--- src/sss_defs.vh ---
// Purpose: constants for the system start sequencer
// Assumes: 125 MHz clock, 8 ns period
// Notes:   times in ns or us, cycle counts derived from them
`ifndef SSS_DEFS_VH
`define SSS_DEFS_VH
`define SSS_CLK_PERIOD_NS     8
`define SSS_SETTLE_TMO_US     1500
`define SSS_SETTLE_TMO_CYC    ((`SSS_SETTLE_TMO_US * 1000) / `SSS_CLK_PERIOD_NS)
`define SSS_PROBE_TMO_US      1000
`define SSS_PROBE_TMO_CYC     ((`SSS_PROBE_TMO_US * 1000) / `SSS_CLK_PERIOD_NS)
`define SSS_APP_FLAG          64'hA5A51234A5A51234
`define SSS_CAL_VALID         16'hA5A5
`define SSS_FLASH_WAKE_DEF    8'hAB
`define SSS_LAST_STEP         4'hA
`define SSS_SLAVE_STEP        4'h6
`define SSS_SLAVE_LOOPS       2'h3
`define SSS_FIFO_DEPTH        4
`define SSS_WORD_W            32
`define SSS_CNT_W             16
`define SSS_MODE_NORMAL       2'h1
`define SSS_MODE_DEV          2'h2
`define SSS_MODE_FAULT        2'h3
`endif

--- src/sss_fifo.v ---
// Purpose: small word fifo between copy source and ram writer
// Assumes: single clock
// Notes:   full and empty are exact
module sss_fifo #(
  parameter WIDTH = 32,
  parameter DEPTH = 4,
  parameter AW    = 2
) (
  input  wire             i_clk,
  input  wire             i_rst_b,
  input  wire             i_in_valid,
  output wire             o_in_ready,
  input  wire [WIDTH-1:0] i_in_data,
  output wire             o_out_valid,
  input  wire             i_out_ready,
  output wire [WIDTH-1:0] o_out_data
);
  reg [WIDTH-1:0] mem [0:DEPTH-1];
  reg [AW-1:0]    wr_reg;
  reg [AW-1:0]    rd_reg;
  reg [AW:0]      cnt_reg;
  wire            push;
  wire            pop;
  assign o_in_ready  = (cnt_reg != DEPTH[AW:0]);
  assign o_out_valid = (cnt_reg != {(AW+1){1'b0}});
  assign o_out_data  = mem[rd_reg];
  assign push = i_in_valid & o_in_ready;
  assign pop  = o_out_valid & i_out_ready;
  always @(posedge i_clk) begin
    if (push) begin
      mem[wr_reg] <= i_in_data;
    end
  end
  always @(posedge i_clk or negedge i_rst_b) begin
    if (!i_rst_b) begin
      wr_reg  <= {AW{1'b0}};
      rd_reg  <= {AW{1'b0}};
      cnt_reg <= {(AW+1){1'b0}};
    end else begin
      if (push) wr_reg <= wr_reg + 1'b1;
      if (pop) rd_reg <= rd_reg + 1'b1;
      if (push & ~pop) cnt_reg <= cnt_reg + 1'b1;
      else if (pop & ~push) cnt_reg <= cnt_reg - 1'b1;
    end
  end
endmodule // sss_fifo

--- src/sss_top.v ---
// Purpose: power/wake-up sequencer, wake-up otp copy engine, boot path selector
// Assumes: inputs synchronous to i_clk; otp read and ram write are simple handshakes
// Notes:
// Notes on behaviour
// - run power stage, then memory copy stage on wake-up or boot stage on cold start
// - cold-start flag set to one on initial power-up
// - power sequence starts on every cold power-up and every wake-up
// - comparators pick buck or boost supply mode automatically
// - test boost comparator first; then enable bandgap and digital regulator
// - start crystal oscillator while re-checking and overwriting converter mode
// - poll settled signals; on timeout ignore them and continue
// - timeout inhibit bit makes sequencer wait for settled signals forever
// - hand over to boot on cold start, to copy on programmed wake-up
// - copy enable bit gates the wake-up memory copy
// - on wake-up no boot; hardware copies memory to ram before cpu
// - word count loaded once, retained, exactly that many words copied
// - boot path only after power-up or hardware reset
// - flag match normal, zeros development, else fault with peripherals on
// - development search runs eleven steps 0 to 10 in fixed order
// - each step routes its interface to fixed first-port pins
// - uart steps 8-N-1 at 57600, 115200, 57600, 9600 baud
// - spi slave step repeated four times at 8, 4, 2, 1 MHz
// - i2c steps use standard-mode clock rate
// - each step sends probe, waits reply; timeout moves on, reply runs loader
// - user spi config skips other paths; on failure standard search runs
// - normal mode writes header config; calibration upper half holds validity
// - application flag recognised only at its exact 64-bit pattern
// - flash wake opcode is configured value or default when unprogrammed
`include "sss_defs.vh"
module sss_top #(
  parameter SETTLE_TMO_CYC = `SSS_SETTLE_TMO_CYC,
  parameter PROBE_TMO_CYC  = `SSS_PROBE_TMO_CYC
) (
  input  wire        i_clk,
  input  wire        i_rst_b,
  input  wire        i_wakeup,
  input  wire        i_cmp_high_battery,
  input  wire        i_cmp_low_battery,
  input  wire        i_ldo_settled,
  input  wire        i_xtal_settled,
  input  wire        i_timeout_inhibit,
  input  wire        i_otp_copy_en,
  input  wire        i_word_count_load,
  input  wire [15:0] i_word_count,
  output reg         o_otp_rd_req,
  output reg  [15:0] o_otp_rd_addr,
  input  wire        i_otp_rd_valid,
  input  wire [31:0] i_otp_rd_data,
  output reg         o_ram_wr_valid,
  output reg  [15:0] o_ram_wr_addr,
  output reg  [31:0] o_ram_wr_data,
  input  wire        i_ram_wr_ready,
  input  wire [63:0] i_app_flag,
  input  wire [31:0] i_cal_flags,
  input  wire        i_user_spi_sel,
  input  wire [7:0]  i_flash_wake_opc,
  input  wire        i_flash_wake_prog,
  input  wire        i_probe_reply,
  input  wire        i_loader_done,
  input  wire        i_loader_fail,
  output reg         o_dcdc_en,
  output reg         o_dcdc_boost,
  output reg         o_bandgap_en,
  output reg         o_ldo_en,
  output reg         o_xtal_en,
  output reg         o_cold_start,
  output reg         o_cpu_run,
  output reg         o_boot_active,
  output reg  [1:0]  o_boot_mode,
  output reg         o_periph_en,
  output reg         o_hdr_cfg_wr,
  output reg         o_cal_valid,
  output reg  [7:0]  o_flash_wake_opc,
  output reg         o_user_spi_active,
  output reg  [3:0]  o_search_step,
  output reg  [1:0]  o_slave_iter,
  output reg  [2:0]  o_if_sel,
  output reg  [7:0]  o_pin_map,
  output reg  [17:0] o_rate_kbd,
  output reg         o_probe_send,
  output reg         o_loader_run
);
  // ---------------------------------------------------------------
  // states
  // ---------------------------------------------------------------
  localparam [8:0] S_IDLE  = 9'h001;
  localparam [8:0] S_SUPPLY = 9'h002;
  localparam [8:0] S_REG   = 9'h004;
  localparam [8:0] S_SETTLE = 9'h008;
  localparam [8:0] S_COPY  = 9'h010;
  localparam [8:0] S_BOOT  = 9'h020;
  localparam [8:0] S_PROBE = 9'h040;
  localparam [8:0] S_LOAD  = 9'h080;
  localparam [8:0] S_RUN   = 9'h100;
  localparam [2:0] IF_SPIM = 3'h1;
  localparam [2:0] IF_UART = 3'h2;
  localparam [2:0] IF_SPIS = 3'h3;
  localparam [2:0] IF_I2C  = 3'h4;

  // interface, pin pairs {clk/tx, cs/rx} as port-0 indices, rate in baud for uart, khz otherwise
  function [28:0] step_cfg;
    input [3:0] s;
    input [1:0] it;
    begin
      case (s)
        4'h0: step_cfg = {IF_SPIM, 8'h03, 18'h00000};
        4'h1: step_cfg = {IF_SPIM, 8'h01, 18'h00000};
        4'h2: step_cfg = {IF_UART, 8'h01, 18'h0E100};
        4'h3: step_cfg = {IF_UART, 8'h23, 18'h1C200};
        4'h4: step_cfg = {IF_UART, 8'h45, 18'h0E100};
        4'h5: step_cfg = {IF_UART, 8'h67, 18'h02580};
        4'h6: step_cfg = {IF_SPIS, 8'h03, 18'h01F40 >> it};
        4'h7: step_cfg = {IF_I2C,  8'h01, 18'h00064};
        4'h8: step_cfg = {IF_I2C,  8'h23, 18'h00064};
        4'h9: step_cfg = {IF_I2C,  8'h45, 18'h00064};
        4'hA: step_cfg = {IF_I2C,  8'h67, 18'h00064};
        default: step_cfg = {3'h0, 8'h00, 18'h00000};
      endcase
    end
  endfunction

  // ---------------------------------------------------------------
  // registers
  // ---------------------------------------------------------------
  reg [8:0]  st_reg;
  reg [31:0] tmo_reg;
  reg        cold_reg;
  reg        started_reg;
  reg [15:0] nwords_reg;
  reg [15:0] rd_cnt_reg;
  reg [15:0] wr_cnt_reg;
  reg        user_spi_reg;
  wire       fifo_in_ready;
  wire       fifo_out_valid;
  wire [31:0] fifo_out_data;
  wire       settled;
  wire       tmo_hit;
  wire [28:0] cfg;

  assign settled = i_ldo_settled & i_xtal_settled;
  assign tmo_hit = (tmo_reg == 32'h00000000);
  assign cfg     = step_cfg(o_search_step, o_slave_iter);

  // back-pressure: fifo stalls reads while full
  sss_fifo #(.WIDTH(`SSS_WORD_W), .DEPTH(`SSS_FIFO_DEPTH), .AW(2)) u_fifo (
    .i_clk       (i_clk),
    .i_rst_b     (i_rst_b),
    .i_in_valid  (i_otp_rd_valid & (st_reg == S_COPY)),
    .o_in_ready  (fifo_in_ready),
    .i_in_data   (i_otp_rd_data),
    .o_out_valid (fifo_out_valid),
    .i_out_ready (~o_ram_wr_valid | i_ram_wr_ready),
    .o_out_data  (fifo_out_data)
  );

  // ---------------------------------------------------------------
  // retained word count, loaded by boot software once
  // ---------------------------------------------------------------
  always @(posedge i_clk or negedge i_rst_b) begin
    if (!i_rst_b) begin
      nwords_reg <= 16'h0000;
    end else if (i_word_count_load) begin
      nwords_reg <= i_word_count;
    end
  end

  // ---------------------------------------------------------------
  // sequencer
  // ---------------------------------------------------------------
  always @(posedge i_clk or negedge i_rst_b) begin
    if (!i_rst_b) begin
      st_reg            <= S_SUPPLY;
      cold_reg          <= 1'b1;
      started_reg       <= 1'b0;
      tmo_reg           <= 32'h00000000;
      rd_cnt_reg        <= 16'h0000;
      wr_cnt_reg        <= 16'h0000;
      user_spi_reg      <= 1'b0;
      o_otp_rd_req      <= 1'b0;
      o_otp_rd_addr     <= 16'h0000;
      o_ram_wr_valid    <= 1'b0;
      o_ram_wr_addr     <= 16'h0000;
      o_ram_wr_data     <= 32'h00000000;
      o_dcdc_en         <= 1'b0;
      o_dcdc_boost      <= 1'b0;
      o_bandgap_en      <= 1'b0;
      o_ldo_en          <= 1'b0;
      o_xtal_en         <= 1'b0;
      o_cold_start      <= 1'b1;
      o_cpu_run         <= 1'b0;
      o_boot_active     <= 1'b0;
      o_boot_mode       <= 2'h0;
      o_periph_en       <= 1'b0;
      o_hdr_cfg_wr      <= 1'b0;
      o_cal_valid       <= 1'b0;
      o_flash_wake_opc  <= 8'h00;
      o_user_spi_active <= 1'b0;
      o_search_step     <= 4'h0;
      o_slave_iter      <= 2'h0;
      o_if_sel          <= 3'h0;
      o_pin_map         <= 8'h00;
      o_rate_kbd        <= 18'h00000;
      o_probe_send      <= 1'b0;
      o_loader_run      <= 1'b0;
    end else begin
      o_probe_send <= 1'b0;
      o_hdr_cfg_wr <= 1'b0;
      o_cold_start <= cold_reg;
      if (tmo_reg != 32'h00000000) tmo_reg <= tmo_reg - 32'h00000001;
      case (st_reg)
        S_IDLE: begin
          if (i_wakeup) begin
            st_reg    <= S_SUPPLY;
            o_cpu_run <= 1'b0;
          end
        end
        S_SUPPLY: begin
          o_dcdc_en <= 1'b1;
          if (i_cmp_low_battery) begin
            o_dcdc_boost <= 1'b1;
          end else begin
            o_dcdc_boost <= 1'b0;
          end
          st_reg <= S_REG;
        end
        S_REG: begin
          o_bandgap_en <= 1'b1;
          o_ldo_en     <= 1'b1;
          o_xtal_en    <= 1'b1;
          // second look at the comparators corrects a wrong first guess
          o_dcdc_boost <= i_cmp_low_battery & ~i_cmp_high_battery;
          tmo_reg      <= SETTLE_TMO_CYC;
          st_reg       <= S_SETTLE;
        end
        S_SETTLE: begin
          if (settled | (tmo_hit & ~i_timeout_inhibit)) begin
            if (cold_reg) begin
              st_reg <= S_BOOT;
            end else if (i_otp_copy_en && nwords_reg != 16'h0000) begin
              st_reg        <= S_COPY;
              rd_cnt_reg    <= 16'h0000;
              wr_cnt_reg    <= 16'h0000;
              o_otp_rd_addr <= 16'h0000;
              o_otp_rd_req  <= 1'b1;
            end else begin
              st_reg    <= S_RUN;
              o_cpu_run <= 1'b1;
            end
          end
        end
        S_COPY: begin
          if (i_otp_rd_valid & fifo_in_ready) begin
            rd_cnt_reg    <= rd_cnt_reg + 16'h0001;
            o_otp_rd_addr <= o_otp_rd_addr + 16'h0001;
            if (rd_cnt_reg + 16'h0001 == nwords_reg) o_otp_rd_req <= 1'b0;
          end
          if (o_ram_wr_valid & i_ram_wr_ready) begin
            wr_cnt_reg    <= wr_cnt_reg + 16'h0001;
            o_ram_wr_addr <= o_ram_wr_addr + 16'h0001;
          end
          if (~o_ram_wr_valid | i_ram_wr_ready) begin
            o_ram_wr_valid <= fifo_out_valid;
            o_ram_wr_data  <= fifo_out_data;
          end
          if (o_ram_wr_valid & i_ram_wr_ready & (wr_cnt_reg + 16'h0001 == nwords_reg)) begin
            o_ram_wr_valid <= 1'b0;
            o_ram_wr_addr  <= 16'h0000;
            st_reg         <= S_RUN;
            o_cpu_run      <= 1'b1;
          end
        end
        S_BOOT: begin
          cold_reg      <= 1'b0;
          o_boot_active <= 1'b1;
          o_cpu_run     <= 1'b1;
          o_flash_wake_opc <= i_flash_wake_prog ? i_flash_wake_opc
                                                : `SSS_FLASH_WAKE_DEF;
          if (i_app_flag == `SSS_APP_FLAG) begin
            o_boot_mode  <= `SSS_MODE_NORMAL;
            o_hdr_cfg_wr <= 1'b1;
            o_cal_valid  <= (i_cal_flags[31:16] == `SSS_CAL_VALID);
            st_reg       <= S_RUN;
          end else if (i_app_flag == 64'h0000000000000000) begin
            o_boot_mode   <= `SSS_MODE_DEV;
            o_periph_en   <= 1'b1;
            user_spi_reg  <= i_user_spi_sel;
            o_user_spi_active <= i_user_spi_sel;
            o_search_step <= 4'h0;
            o_slave_iter  <= 2'h0;
            st_reg        <= S_PROBE;
            started_reg   <= 1'b0;
          end else begin
            o_boot_mode <= `SSS_MODE_FAULT;
            o_periph_en <= 1'b1;
            st_reg      <= S_RUN;
          end
        end
        S_PROBE: begin
          if (!started_reg) begin
            started_reg  <= 1'b1;
            o_if_sel     <= user_spi_reg ? IF_SPIM : cfg[28:26];
            o_pin_map    <= cfg[25:18];
            o_rate_kbd   <= cfg[17:0];
            o_probe_send <= 1'b1;
            tmo_reg      <= PROBE_TMO_CYC;
          end else if (i_probe_reply) begin
            st_reg       <= S_LOAD;
            o_loader_run <= 1'b1;
          end else if (tmo_hit) begin
            started_reg <= 1'b0;
            if (user_spi_reg) begin
              user_spi_reg      <= 1'b0;
              o_user_spi_active <= 1'b0;
            end else if (o_search_step == `SSS_SLAVE_STEP &&
                         o_slave_iter != `SSS_SLAVE_LOOPS) begin
              o_slave_iter <= o_slave_iter + 2'h1;
            end else if (o_search_step == `SSS_LAST_STEP) begin
              o_search_step <= 4'h0;
              o_slave_iter  <= 2'h0;
            end else begin
              o_search_step <= o_search_step + 4'h1;
              o_slave_iter  <= 2'h0;
            end
          end
        end
        S_LOAD: begin
          if (i_loader_done) begin
            o_loader_run <= 1'b0;
            st_reg       <= S_RUN;
          end else if (i_loader_fail) begin
            o_loader_run <= 1'b0;
            started_reg  <= 1'b0;
            st_reg       <= S_PROBE;
            if (user_spi_reg) begin
              user_spi_reg      <= 1'b0;
              o_user_spi_active <= 1'b0;
            end
          end
        end
        S_RUN: begin
          // sleep entry is outside this block; a wake pulse restarts power-up
          if (i_wakeup) begin
            st_reg        <= S_SUPPLY;
            o_cpu_run     <= 1'b0;
            o_boot_active <= 1'b0;
          end
        end
        default: st_reg <= S_IDLE;
      endcase
    end
  end
endmodule // sss_top

--- config.mk ---
export PLATFORM = sky130hd
export DESIGN_NAME = sss_top
export DESIGN_NICKNAME = d
export VERILOG_FILES = /design/src/sss_fifo.v /design/src/sss_top.v
export VERILOG_INCLUDE_DIRS = /design/src
export SDC_FILE = /design/constraint.sdc
export NUM_CORES = 1
export LEC_CHECK = 0
export BUFFER_PORTS_ARGS = -buffer_cell sky130_fd_sc_hd__buf_2
export CAP_MARGIN = 25
export CORE_MARGIN = 4
export CORE_UTILIZATION = 47
export DETAILED_ROUTE_END_ITERATION = 7
export PLACE_DENSITY_LB_ADDON = 0.05
export REMOVE_ABC_BUFFERS = 1
export SYNTH_ARGS = -nofsm -noshare
export SYNTH_HDL_FRONTEND = slang
export SYNTH_SLANG_ARGS = --single-unit
--- constraint.sdc ---
create_clock -name i_clk -period 3 [get_ports i_clk]
set_input_delay 0.6 -clock i_clk [delete_from_list [all_inputs] [get_ports i_clk]]
set_output_delay 0.6 -clock i_clk [all_outputs]
set_load 0.03 [all_outputs]
**Word level (Yosys, flattened, before mapping)**

Memory sizes are Yosys's and may differ from the RTL's. A register that Yosys moved wholly into a read port is not among the register bits.
Cells that the tools add are included.

- Bits of input ports: 169
- Bits in writable memories: 128
- Memories: 1
- Bits in registers: 190
- ROM bits: 0
- Latch bits: 0
- Output and inout port bits: 125

- Bitwise gates (word level): 20
- Equality and inequality tests: 46
- Add/subtract/negate cells: 11
- Order comparisons: 0
- Reductions and logical operators: 37
- Mux-type cells: 98
- $mul: 0
- Shift operators: 1
- Divide/modulo/power cells: 0

Memories:

| name | words | width | read ports | clocked after Yosys merged registers in | write ports | line | text |
|---|---|---|---|---|---|---|---|
| u_fifo.mem | 4 | 32 | 1 | 1 | 1 | sss_fifo.v:18 | `reg [WIDTH-1:0] mem [0:DEPTH-1];` |

Operators by type and width:

| operator | number |
|---|---|
| case mux 29 bit (11 select lines) | 1 |
| two-way mux 16 bit | 8 |
| two-way mux 9 bit | 11 |
| case mux 16 bit (2 select lines) | 3 |
| case mux 9 bit (8 select lines) | 1 |
| adder 16 x 1 -> 16 bit, second input constant | 4 |
| equality test 64 bit, second input constant | 1 |
| zero test 64 bit | 1 |
| two-way mux 32 bit | 2 |
| case mux 32 bit (2 select lines) | 1 |
| two-way mux 1 bit | 41 |
| equality test 16 bit | 2 |
| zero test 32 bit | 1 |
| two-way mux 4 bit | 8 |
| != test 2 bit, second input constant | 16 |
| nonzero test 32 bit | 1 |
| subtractor 32 x 1 -> 32 bit, second input constant | 1 |
| AND reduction 6 bit | 3 |
| >> shifter 13 x 2 -> 18 bit, first input constant | 1 |
| equality test 16 bit, second input constant | 1 |
| equality test 4 x 3 -> 1 bit, second input constant | 4 |
| two-way mux 2 bit | 8 |
| AND reduction 8 bit | 2 |
| nonzero test 16 bit | 1 |
| 39 further kinds | 90 |

**Logic depth before layout (Yosys ltp)**

Gate-level depths: netlist of run 1.

- Depth after elaboration: 8
- Mapped depth: 13

**By module**

A second synthesis of run 1 with hierarchy kept.

- Cell total of the unflattened synthesis: 1350
- Area, all modules: 16064.2 sq um

By module, submodules not included:

| module | area each (sq um) | times used | cells each |
|---|---|---|---|
| sss_top | 10988.0 | 1 | 1147 |
| sss_fifo | 5076.1 | 1 | 203 |

**Worst setup path before layout of run 1**

OpenSTA, ideal clock, no wires.

- Kind: register to register
- Start: register st_reg[8]
- End: memory u_fifo.mem[0][0] (enable)
- Setup slack: 0.089 ns
- Library setup time: 0.392 ns
- Period minus slack after synthesis: 2.911 ns
- Stages on the path, launching flop included: 9
- Arrival: 2.519 ns
- Cell sequence: dfrtp_1 clkbuf_1 nor3_1 nand2_1 nor2_1 nand2_1 inv_1 clkbuf_1 and2_1

- Longest elaborated chain between the ends: 5

RTL lines:

| what | line | text |
|---|---|---|
| start, declared | sss_top.v:125 | `reg [8:0] st_reg;` |
| start signal, assigned | sss_top.v:172 | `st_reg <= S_SUPPLY;` |
| start signal, assigned | sss_top.v:213 | `st_reg <= S_SUPPLY;` |
| start signal, assigned | sss_top.v:224 | `st_reg <= S_REG;` |
| equality test 9 x 5 -> 1 bit | sss_top.v:148 | `.i_in_valid (i_otp_rd_valid & (st_reg == S_COPY)),` |
| AND 1 bit | sss_top.v:148 |  |
| AND 1 bit | sss_fifo.v:27 | `assign push = i_in_valid & o_in_ready;` |
| via u_fifo.push | sss_fifo.v:22 | `wire push;` |
| two-way mux 1 bit | sss_fifo.v:30 | `if (push) begin` |
| two-way mux 1 bit (implied by the code) | sss_fifo.v:31 | `mem[wr_reg] <= i_in_data;` |
| end, declared | sss_fifo.v:18 |  |

The timed path passes the listed nets, and every way through them passes these cells.

**Worst setup path in the final report of run 1**

- Start: register wr_cnt_reg[1]
- End: register o_cpu_run

- Longest elaborated chain between the ends: 5

RTL lines:

| what | line | text |
|---|---|---|
| start, declared | sss_top.v:131 | `reg [15:0] wr_cnt_reg;` |
| start signal, assigned | sss_top.v:258 | `wr_cnt_reg <= wr_cnt_reg + 16'h0001;` |
| adder 16 x 1 -> 16 bit | sss_top.v:265 | `if (o_ram_wr_valid & i_ram_wr_ready & (wr_cnt_reg + 16'h0001 == nwords_reg)) begin` |
| equality test 16 bit | sss_top.v:265 |  |
| AND 1 bit | sss_top.v:265 |  |
| != test 2 x 1 -> 1 bit (no line) | - |  |
| AND reduction 6 bit (no line) | - |  |
| end signal, assigned | sss_top.v:247 | `o_cpu_run <= 1'b1;` |
| end signal, assigned | sss_top.v:269 | `o_cpu_run <= 1'b1;` |
| end signal, assigned | sss_top.v:275 | `o_cpu_run <= 1'b1;` |
| end, declared | sss_top.v:67 | `output reg o_cpu_run,` |

No other way between the ends.
A chain may end at the register's enable or synchronous reset.

==> summary.txt, run 1 <==
Placed design
  • Number of placed instances with taps included: around 2100
  • Final weighted congestion in routability-driven placement: 1.002
  • Area post-placement: about 18000 sq um
  • HPWL after DPL: 30920 um
  • Port Buffers: about 270

Synth
  • Simple-gate portion of the synthesized area: between 10% and 20%
  • Syn Std Cell Area: ~16000 sq um
  • Synthesized-area fraction occupied by adder cells: under 10%
  • Async set-reset flop share out of synthesis: 62.57%
  • Register bit count reported by yosys: around 340
  • Number of warnings reported in the yosys synthesis log: 0
  • Avg Cell Area, Syn: 11.46 sq um
  • List of most frequent post-synthesis cells: sky130_fd_sc_hd__dfrtp_1, sky130_fd_sc_hd__nand2_1, sky130_fd_sc_hd__edfxtp_1
  • Share of Yosys cell area claimed by the top area cell type: between 30% and 40%
  • Area share of xor/xnor cells in the synthesized design: 3.931%
  • Mux cell area share after synthesis: under 10%
  • Most common cell in the synthesized netlist: sky130_fd_sc_hd__dfrtp_1
  • Combinational family with the most area after synthesis: simple AND/OR/NAND/NOR gates
  • Synthesized-area fraction occupied by ao, oa, aoi and oai cells: between 10% and 20%
  • Synth top area cells: sky130_fd_sc_hd__dfrtp_1, sky130_fd_sc_hd__edfxtp_1, sky130_fd_sc_hd__mux4_2, sky130_fd_sc_hd__mux2_2, sky130_fd_sc_hd__o21ai_0
  • EDFF count, synth: 128
  • Number of different library cells in the post-synthesis netlist: 76
  • Largest area contributor in the synthesized netlist: sky130_fd_sc_hd__dfrtp_1
  • Share of synthesized area occupied by flip-flops and latches: 56.58%
  • Post-Syn Instances: 1419
  • Dominant synthesized flop cell: sky130_fd_sc_hd__dfrtp_1

Pwr
  • Worst supply voltage drop on vdd: 0.5686 mV
  • Power after layout: approximately 13 mW
  • PwrDens: 646.1 nW/um^2
  • Standby leakage power: between 8 and 9 nW

Setup path
  • Number of buffers and inverters on the critical path: 0
  • Req. time, crit path: approximately 3.5 ns
  • Startpoint Class: flop
  • Critical path capture point type: flop
  • CP Class: reg -> reg
  • Biggest fanout along the worst timing path: 3
  • Crit path arrival time: 3.31 ns
  • CP cell instances: ha_1, nand3_2, o21a_1, or4_1, or4b_1, or4_4, or3_1, o21ai_1
  • Delay of the slowest cell on the worst path: 0.52 ns
  • Crit-path slowest cell: sky130_fd_sc_hd__or4b_1
  • Gate family responsible for the most delay along the worst path: simple AND/OR/NAND/NOR gates

STA
  • Period minus WS final: about 2.9 ns
  • Final max-slew violation count: 0
  • Maximum clock frequency: approximately 0.35 GHz
  • Final hold violation count: 0
  • Worst clock skew on the final layout: approximately 0.026 ns
  • Slew at the pin closest to its max-slew limit: between 0.7 and 0.8 ns
  • Count of final setup violators: 0
  • Rel. slew slack: just over 50%
  • Unrepaired setup endpoints after global routing: yes
  • Share of the clock period used by the worst path after layout: a little over nine tenths

Status
  • Outcome: completed

Floorplanning
  • Width of the chip: about 190 um
  • Core outline area: between 30000 and 40000 sq um
  • Die Y-Extent: approximately 190 um
  • Count of standard-cell rows: between 60 and 70
  • Die Outline Area: 37650 sq um
  • Initial core utilization: 48.03%
  • Total I/O pin count: just under 300

Clock tree
  • TritonCTS Sinks: 342
  • CTS tree: done
  • H-tree levels: 2
  • TritonCTS buffer count: 38
  • CTS Buffer Depth: 3
  • Source-to-sink clock delay at the later pin of the worst-skew pair: 0.55 ns
  • Clock slew seen by the registers of the worst setup and hold paths: 0.06 ns
  • Buffer cell driving the clock tree root: sky130_fd_sc_hd__clkbuf_16

GRT
  • Global Route Usage Sum: 22.78%
  • Pin count of the biggest net entering global routing: a little over 60
  • Global-route wire length before repair: approximately 70000 um
  • Number of global-route vias before repair: ~12000
  • Initial antenna violation count: 4
  • Final global-route overflow total: 0

Finish
  • Post-route design area: 19720 sq um
  • Area taken by flip-flops and latches: 9204 sq um
  • Final cell count without fillers: around 2200
  • Number of nets in the final layout: ~1900
  • Fin util: between 50% and 60%
  • Layout filler cell count: 2946
  • Share of final-layout standard cells stronger than drive strength 1: 28.71%
  • Layout overhead on the synthesized area: 21.26%
  • Multi-input gate area: ~6600 sq um
  • Flip-flop count of the largest register after layout: roughly 130

Drt
  • Routed wire length: between 40000 and 50000 um
  • Detailed-route vias per instance: 5.597
  • Detailed-router iteration count before antenna repair: 5
  • Number of DRC markers after the initial detailed-route iteration: 726
  • Antenna violation net count after detailed routing: 0
  • Average routed wire per standard cell: a little under 20 um
  • Number of vias after detailed routing: approximately 12000
  • DRC violation count after routing: 0

Hold path
  • Worst hold path type: in -> reg

Job
  • Max-capacitance violation count: 0
[cells in the final DEF (no fill, tap or decap), drive strengths merged, types with 9 or more instances in the layout]
master and count:
buf 337, dfrtp 211, nand2 132, edfxtp 128
o21ai 111, nor2 104, xnor2 53, a21oi 51
mux2 51, clkbuf 51, nand3 40, nor4 40
nor3 37, nand4 34, mux4 32, inv 31
and2 27, o31ai 24, and3 22, xor2 20
a31oi 20, ha 15, or4 15, clkinv 14
nand2b 12, or3 12, and4 12, nor2b 9
o22ai 9
[stage by stage]
stage | setup TNS (ns) | hold slack [ns] | setup slack [ns]
3_3_place_gp | 0 | 0.4183 | 0.1418
4_1_cts | 0 | 0.2489 | 0.05777
5_1_grt | -0.04740 | 0.2536 | -0.03744
3_5_place_dp | 0 | 0.4207 | 0.07217
6_report | 0 | 0.2746 | 0.1408
2_1_floorplan | -74.22 | 0.3044 | -0.5734
[per-layer routing]
metal / up-vias / routed length [um] / track usage, % / part of all wire, %
met4: 2 / 1168 / 6.510 / 2.7
met3: 72 / 2611 / 4.952 / 6.1
met2: 387 / 20820 / 37.67 / 49
li1: 5872 / - / - / -
met1: 5997 / 18260 / 30.62 / 43
met5: - / 16 / 0 / 0.037
[cell type report]
type,count,share of cell area [%]
Tap cell,448,2.842
Antenna cell,3,0.03806
Clock inverter,18,0.9896
Timing Repair Buffer,338,9.997
Clock buffer,51,5.278
Multi-Input combinational cell,972,33.60
Inverter,31,0.5900
Sequential cell,342,46.66
[worst paths after layout]
kind	slack (ns)	from	cells after the start	to
max	0.14	wr_cnt_reg[1]	8	o_cpu_run
min	0.27	i_otp_rd_data[3]	1	u_fifo.mem[2][3]
max reg2reg	0.14	wr_cnt_reg[1]	8	o_cpu_run
min reg2reg	0.43	cold_reg	0	o_cold_start
max in group asynchronous	1.62	i_rst_b	3	o_ram_wr_addr[11]
min in group asynchronous	0.58	i_rst_b	2	o_rate_kbd[16]
[timing repair]
| action | CTS | global route |
|---|---|---|
| hold buffers | 1 | 0 |
| endpoints found under the hold margin | 36 | 0 |
| gates resized for setup | 0 | 3 |
| buffers inserted | 0 | 1 |
| setup endpoints to repair | 0 | 15 |
[power by group]
part,switching (mW),internal (mW)
clock network,1.85,2.71
logic,1.28,1.20
registers,0.455,5.25
total,3.58,9.17
[cells by family (layout without fill, tap and decap cells)]
logic type | Yosys count | count (layout)
AO/OA/AOI/OAI | 270 | 270
XOR/XNOR | 73 | 73
adder cells (fa/ha/maj) | 16 | 16
buffers and inverters | 110 | 438
flip-flops | 342 | 342
multiplexers | 89 | 89
other | 1 | 9
AND/OR/NAND/NOR | 518 | 518
(Power assumes the default switching activity.)
==> inputs of run 2 (changes only) <==
==> constraint.sdc (replaced) <==
create_clock -name i_clk -period 2.3 [get_ports i_clk]
set_input_delay 0.46 -clock i_clk [delete_from_list [all_inputs] [get_ports i_clk]]
set_output_delay 0.46 -clock i_clk [all_outputs]
set_load 0.03 [all_outputs]
==> run 2 against run 1 <==
  * The flow now finishes with violations (setup timing)
  * Final area up 13%
  * Total power rose by 42%
  * Core utilization up 7.7 points
  * Global-route usage is 1.8 points higher
  * First-iteration DRC count grew 0.96%
  * Clock skew fell by 0.014 ns
  * Die area is the same
  * Final cell count rose by 8.9%
  * Sequential share of layout area shrank 5.5 points
==> summary.txt, run 2 (synthesis results as in run 1) <==
STA
  • Maximum clock frequency: 0.3548 GHz (+1.5%)
  • Worst slack on hold paths: 0.1481 ns (-0.1265 ns)
  • Period minus WS final: 2.818 ns (-0.04107 ns)
  • Slew at the pin closest to its max-slew limit: 0.5381 ns (-0.1918 ns)
  • Final hold violation count: 0 (unchanged)
  • Count of final setup violators: 107 (+107)
  • Unrepaired setup endpoints after global routing: yes
  • Worst clock skew on the final layout: 0.01181 ns (-0.01414 ns)
  • Share of the clock period used by the worst path after layout: 122.5% (+27 points)
  • Rel. slew slack: 64.13% (+13 points)
  • Final max-slew violation count: 0 (unchanged)
  • Min setup slack post-route: -0.5181 ns (-0.6589 ns)

GRT
  • Number of global-route vias before repair: 13460 (+9.4%)
  • Initial antenna violation count: 0 (-4)
  • Global Route Usage Sum: 24.54% (+1.8 points)
  • Routing layer with the top usage in global route: met2
  • Global-route wire length before repair: 75310 um (+8.1%)
  • Pin count of the biggest net entering global routing: 59 (-4.8%)
  • Met3 demand-to-capacity share in global routing: 4.796% (-0.16 points)
  • Final global-route overflow total: 0 (unchanged)
  • Met1 usage in global routing: 32.47% (+1.8 points)
  • Met2 usage: 42.48% (+4.8 points)

Clock tree
  • Clock slew seen by the registers of the worst setup and hold paths: 0.06 ns (about the same)
  • TritonCTS Sinks: 342 (unchanged)
  • TritonCTS buffer count: 38 (unchanged)
  • CTS tree: done
  • Source-to-sink clock delay at the later pin of the worst-skew pair: 0.53 ns (-0.02 ns)
  • CTS Buffer Depth: 3 (unchanged)
  • H-tree levels: 2 (unchanged)
  • Buffer cell driving the clock tree root: sky130_fd_sc_hd__clkbuf_16

Setup path
  • Req. time, crit path: 2.75 ns (-0.70 ns)
  • Crit path arrival time: 3.27 ns (-0.04 ns)
  • Reg-to-reg slack, setup: -0.52 ns (-0.66 ns)
  • Startpoint Class: flop
  • CP Class: reg -> reg
  • Origin of the critical flop-to-flop path: wr_cnt_reg[0]
  • Worst reg2reg path depth: 8 (unchanged)
  • Biggest fanout along the worst timing path: 2 (-1)
  • Critical R2R Capture: o_cpu_run
  • Critical path capture point type: flop

Placed design
  • HPWL after DPL: 33690 um (+8.9%)
  • Worst slack, placed: -0.5361 ns (-0.6083 ns)
  • Number of placed instances with taps included: 2270 (+6.6%)
  • Final weighted congestion in routability-driven placement: 1.009 (+0.74%)
  • Port Buffers: 271 (unchanged)

Hold path
  • Min-Delay Endpoint: u_fifo.mem[2][8]
  • Startpoint of the tightest hold check path: i_otp_rd_data[8]
  • Worst hold path type: in -> reg
  • Number of instances on the worst hold path: 1 (unchanged)

Drt
  • Routed wire length: 47640 um (+11%)
  • Detailed-route vias per instance: 5.555 (-0.75%)
  • Antenna violation net count after detailed routing: 0 (unchanged)
  • Detailed-router iteration count before antenna repair: 5 (unchanged)
  • Number of DRC markers after the initial detailed-route iteration: 733 (+0.96%)
  • DRC violation count after routing: 0 (unchanged)
  • Number of vias after detailed routing: 13320 (+8.0%)
  • Average routed wire per standard cell: 19.87 um (+2.1%)

Status
  • Outcome: complete, but fails checks
  • Failing checks: setup timing

Finish
  • Layout filler cell count: 2621 (-11%)
  • Number of nets in the final layout: 2105 (+10%)
  • Top library cells by usage in the layout, fill and taps aside: sky130_fd_sc_hd__buf_2, sky130_fd_sc_hd__buf_4, sky130_fd_sc_hd__dfrtp_1, sky130_fd_sc_hd__edfxtp_1, sky130_fd_sc_hd__nand2_1
  • Layout overhead on the synthesized area: 37.39%
  • Most frequent standard cell in the layout excluding fill and tap cells: sky130_fd_sc_hd__buf_2
  • Diode count: 0 (-3)
  • Final cell count without fillers: 2398 (+8.9%)
  • Flip-flop count of the largest register after layout: 128 (unchanged)
  • Share of final-layout standard cells stronger than drive strength 1: 43.49% (+15 points)

Floorplanning
  • Width of the chip: 194.0 um (unchanged)
  • Initial core utilization: 48.03% (unchanged)
  • Total I/O pin count: 294 (unchanged)
  • Die Y-Extent: 194.0 um (unchanged)
  • Count of standard-cell rows: 67 (unchanged)
  • Core outline area: 33870 sq um (unchanged)
  • Die Outline Area: 37650 sq um (unchanged)

Job
  • Max-capacitance violation count: 0 (unchanged)

Pwr
  • PwrDens: 812.1 nW/um^2 (+26%)
  • Power after layout: 18.15 mW (+42%)
  • Standby leakage power: 9.714 nW (+14%)
  • Worst supply voltage drop on vdd: 0.6511 mV (+15%)
run 2: cell count changes in the layout (fill, tap and decap cells not counted), moves of 28 or more:
| cell | before | now |
|---|---|---|
| sky130_fd_sc_hd__o21ai_0 | 110 | 38 |
| sky130_fd_sc_hd__o21ai_1 | 1 | 30 |
| sky130_fd_sc_hd__o21ai_2 | 0 | 39 |
| sky130_fd_sc_hd__buf_6 | 0 | 28 |
| sky130_fd_sc_hd__buf_4 | 58 | 214 |
run 2: metrics by stage:
step / instance area (sq um) / setup TNS (ns) / util (%)
after floorplan: 15930 / -210.24 / -
after global placement: 19550 / -26.89 / 57.73
after detailed placement: 19550 / -30.02 / 57.73
after CTS: 21740 / -21.83 / 64.21
after global routing: 22350 / -38.72 / 65.99
final: 22350 / -28.58 / 65.99
run 2: worst max path at each step:
stage               cells after the start               end     startpoint
floorplan                               6  u_fifo.mem[0][0]      st_reg[8]
CTS                                     8         o_cpu_run  wr_cnt_reg[1]
detailed placement                      8         o_cpu_run  wr_cnt_reg[0]
global route                            8         o_cpu_run  wr_cnt_reg[0]
finish                                  8         o_cpu_run  wr_cnt_reg[0]
global placement                        9  o_ram_wr_addr[5]  wr_cnt_reg[0]
run 2: layer usage:
metal  vias to the layer above  share of wire (%)
met3                        64                6.1
met2                       392                 51
met5                         -                  0
li1                       6289                  -
met4                         0                1.8
met1                      6576                 42
run 2: power breakdown:
| group | internal (mW) | switching (mW) |
|---|---|---|
| Sequential | 6.85 | 0.453 |
| Clock | 3.68 | 2.46 |
| Combinational | 2.35 | 2.35 |
| Total | 12.9 | 5.26 |
run 2: repair_timing:
action | CTS | global route
resized for setup | 188 | 114
cloned | 5 | 0
endpoints found under the setup margin | 112 | 121
setup buffers | 39 | 21
hold endpoints to repair | 51 | 0
pin swaps | 80 | 53
hold buffers | 1 | 0
run 2: final cells by class:
cell class / instances / area, sq um / share of cell area [%]
clock buffers: 48 / 1040 / 4.653
multi-input cells: 973 / 7491 / 33.52
flip-flops and latches: 342 / 9206 / 41.20
well taps: 448 / 560.5 / 2.508
repair buffers: 534 / 3696 / 16.54
inverters: 31 / 116.4 / 0.5207
clock inverters: 22 / 237.7 / 1.064
run 2: worst max-delay path, cell delays in order (launching register included):
cell and delay [ns]:
sky130_fd_sc_hd__dfrtp_1 0.40, sky130_fd_sc_hd__ha_4 0.17, sky130_fd_sc_hd__nand3_4 0.06, sky130_fd_sc_hd__o21a_1 0.18, sky130_fd_sc_hd__or4_1 0.52, sky130_fd_sc_hd__or4b_1 0.52, sky130_fd_sc_hd__or4_4 0.45, sky130_fd_sc_hd__or3_4 0.35
sky130_fd_sc_hd__o21ai_2 0.11
==> inputs of run 3 (changes only) <==
--- a/config.mk
+++ b/config.mk
@@ -6,11 +6,11 @@
 export SDC_FILE = /design/constraint.sdc
 export NUM_CORES = 1
 export LEC_CHECK = 0
-export BUFFER_PORTS_ARGS = -buffer_cell sky130_fd_sc_hd__buf_2
 export CAP_MARGIN = 25
 export CORE_MARGIN = 4
 export CORE_UTILIZATION = 47
 export DETAILED_ROUTE_END_ITERATION = 7
+export DONT_BUFFER_PORTS = 1
 export PLACE_DENSITY_LB_ADDON = 0.05
 export REMOVE_ABC_BUFFERS = 1
 export SYNTH_ARGS = -nofsm -noshare
==> run 3 against run 2 <==
  * The run ends with hold timing, setup timing left
  * Critical path depth did not move
  * Final cell count fell by 9.6%
  * Highest routed layer unchanged
  * Clock skew rose by 0.0036 ns
==> summary.txt, run 3 (synthesis results as in run 1) <==
Status
  • Outcome: complete, but fails checks
  • Failing checks: hold timing, setup timing

Setup path
  • Worst setup path startpoint: wr_cnt_reg[0]
  • Origin of the critical flop-to-flop path: wr_cnt_reg[0]
  • CP Class: reg -> reg
  • Critical path capture point type: flop
  • Biggest fanout along the worst timing path: 2 (unchanged)
  • Req. time, crit path: 2.75 ns (about the same)
  • Startpoint Class: flop
  • Crit path arrival time: 3.25 ns (-0.02 ns)

STA
  • Min setup slack post-route: -0.4968 ns (+0.02125 ns)
  • Worst slack on hold paths: -0.3789 ns (-0.5270 ns)
  • Final max-slew violation count: 0 (unchanged)
  • Maximum clock frequency: 0.3575 GHz (+0.76%)
  • Count of final setup violators: 116 (+8.4%)
  • Final hold violation count: 214 (+214)
  • Worst clock skew on the final layout: 0.01538 ns (+0.003575 ns)
  • Rel. slew slack: 46.57% (-18 points)
  • Final sum of negative setup slack: -30.98 ns (-2.396 ns)
  • Unrepaired setup endpoints after global routing: yes
  • Period minus WS final: 2.797 ns (-0.02125 ns)
  • Share of the clock period used by the worst path after layout: 121.6% (-0.92 points)
  • Slew at the pin closest to its max-slew limit: 0.8015 ns (+0.2634 ns)

Clock tree
  • CTS tree: done
  • Source-to-sink clock delay at the later pin of the worst-skew pair: 0.54 ns (about the same)
  • TritonCTS Sinks: 342 (unchanged)
  • TritonCTS buffer count: 39 (+2.6%)
  • H-tree levels: 2 (unchanged)
  • CTS Buffer Depth: 3 (unchanged)
  • Buffer cell driving the clock tree root: sky130_fd_sc_hd__clkbuf_16
  • Clock slew seen by the registers of the worst setup and hold paths: 0.06 ns (about the same)

Placed design
  • Final weighted congestion in routability-driven placement: 0.9232 (-8.5%)
  • Worst slack, placed: -0.5164 ns (+0.01970 ns)
  • Area post-placement: 18280 sq um (-6.5%)
  • Number of placed instances with taps included: 2016 (-11%)
  • HPWL after DPL: 31570 um (-6.3%)
  • Port Buffers: 0 (-100%)

Floorplanning
  • Count of standard-cell rows: 67 (unchanged)
  • Initial core utilization: 48.03% (unchanged)
  • Width of the chip: 194.0 um (unchanged)
  • Die Outline Area: 37650 sq um (unchanged)
  • Total I/O pin count: 294 (unchanged)
  • Die Y-Extent: 194.0 um (unchanged)
  • Core outline area: 33870 sq um (unchanged)

Finish
  • Fin util: 62.66% (-3.3 points)
  • Layout filler cell count: 2652 (+1.2%)
  • Top library cells by usage in the layout, fill and taps aside: sky130_fd_sc_hd__buf_4, sky130_fd_sc_hd__dfrtp_1, sky130_fd_sc_hd__edfxtp_1, sky130_fd_sc_hd__nand2_1, sky130_fd_sc_hd__nor2_1
  • Layout overhead on the synthesized area: 30.48%
  • Diode count: 0 (unchanged)
  • Final cell count without fillers: 2168 (-9.6%)
  • Post-route design area: 21220 sq um (-5.0%)
  • Number of nets in the final layout: 1875 (-11%)
  • Most frequent standard cell in the layout excluding fill and tap cells: sky130_fd_sc_hd__buf_4
  • Share of final-layout standard cells stronger than drive strength 1: 32.79% (-11 points)
  • Flip-flop count of the largest register after layout: 128 (unchanged)

Pwr
  • Worst supply voltage drop on vdd: 0.6151 mV (-5.5%)
  • Power after layout: 17.90 mW (-1.4%)
  • PwrDens: 843.5 nW/um^2 (+3.9%)
  • Standby leakage power: 8.638 nW (-11%)

Drt
  • Detailed-route vias per instance: 5.729 (+3.1%)
  • Average routed wire per standard cell: 21.23 um (+6.8%)
  • Routed wire length: 46020 um (-3.4%)
  • Antenna violation net count after detailed routing: 0 (unchanged)
  • DRC violation count after routing: 0 (unchanged)
  • Number of vias after detailed routing: 12420 (-6.8%)
  • Number of DRC markers after the initial detailed-route iteration: 628 (-14%)
  • Detailed-router iteration count before antenna repair: 5 (unchanged)

GRT
  • Initial antenna violation count: 0 (unchanged)
  • Global Route Usage Sum: 23.45% (-1.1 points)
  • Final global-route overflow total: 0 (unchanged)
  • Number of global-route vias before repair: 12550 (-6.7%)
  • Global-route wire length before repair: 71110 um (-5.6%)
  • Pin count of the biggest net entering global routing: 215 (+260%)

Job
  • Max-capacitance violation count: 0 (unchanged)

Hold path
  • Worst hold path type: in -> async
[run 3: cell count changes in the layout (fill, tap and decap cells not counted), sizes merged]
| cell | before | now |
|---|---|---|
| clkinv | 13 | 9 |
| nand3 | 41 | 40 |
| clkbuf | 48 | 55 |
| dlygate4sd3 | 1 | 43 |
| bufinv | 4 | 5 |
| inv | 33 | 32 |
| buf | 533 | 259 |
[run 3: final timing paths]
path                                  endpoint  cells past startpoint  slack [ns]
min in group i_clk         o_flash_wake_opc[7]                      1        0.02
max in group asynchronous            st_reg[1]                      0        2.39
max reg2reg                          o_cpu_run                      8       -0.50
min                              o_rate_kbd[7]                      0       -0.38
max                                  o_cpu_run                      8       -0.50
min reg2reg                       o_cold_start                      0        0.46
[run 3: layer usage]
metal | track usage, % | share of wire (%)
met5 | 0 | 0
met4 | 6.563 | 3.0
met3 | 5.856 | 6.7
met2 | 40.16 | 49
met1 | 29.85 | 41
[run 3: critical path, stage by stage (launching register included)]
cell	delay, ns
sky130_fd_sc_hd__dfrtp_1	0.35
sky130_fd_sc_hd__ha_2	0.20
sky130_fd_sc_hd__nand3_2	0.07
sky130_fd_sc_hd__o21a_1	0.18
sky130_fd_sc_hd__or4_1	0.49
sky130_fd_sc_hd__or4b_1	0.51
sky130_fd_sc_hd__or4_4	0.45
sky130_fd_sc_hd__or3_1	0.35
sky130_fd_sc_hd__o21ai_2	0.13
[run 3: report_power, final]
part / total [mW] / leakage (nW) / switching (mW) / internal [mW]
Combinational: 4.08 / 4.09 / 1.89 / 2.20
Clock: 6.28 / 0.619 / 2.47 / 3.81
Sequential: 7.54 / 3.93 / 0.689 / 6.85
Total: 17.9 / 8.64 / 5.04 / 12.9
[run 3: cell type report]
type                            count  area [sq um]  share of cell area [%]
Inverter                           31         116.4                  0.5483
Tap cell                          448         560.5                   2.641
Clock inverter                     18         236.5                   1.114
Multi-Input combinational cell    972          7368                   34.72
Timing Repair Buffer              304          2676                   12.61
Clock buffer                       53          1060                   4.994
Sequential cell                   342          9205                   43.37
[run 3: what timing repair did]
| item | 4_1_cts | 5_1_grt |
|---|---|---|
| cloned | 3 | 3 |
| hold buffers | 26 | 17 |
| hold endpoints to repair | 294 | 265 |
| setup endpoints to repair | 111 | 141 |
| resized for setup | 132 | 155 |
| setup buffers | 22 | 16 |
| pin swaps | 48 | 77 |
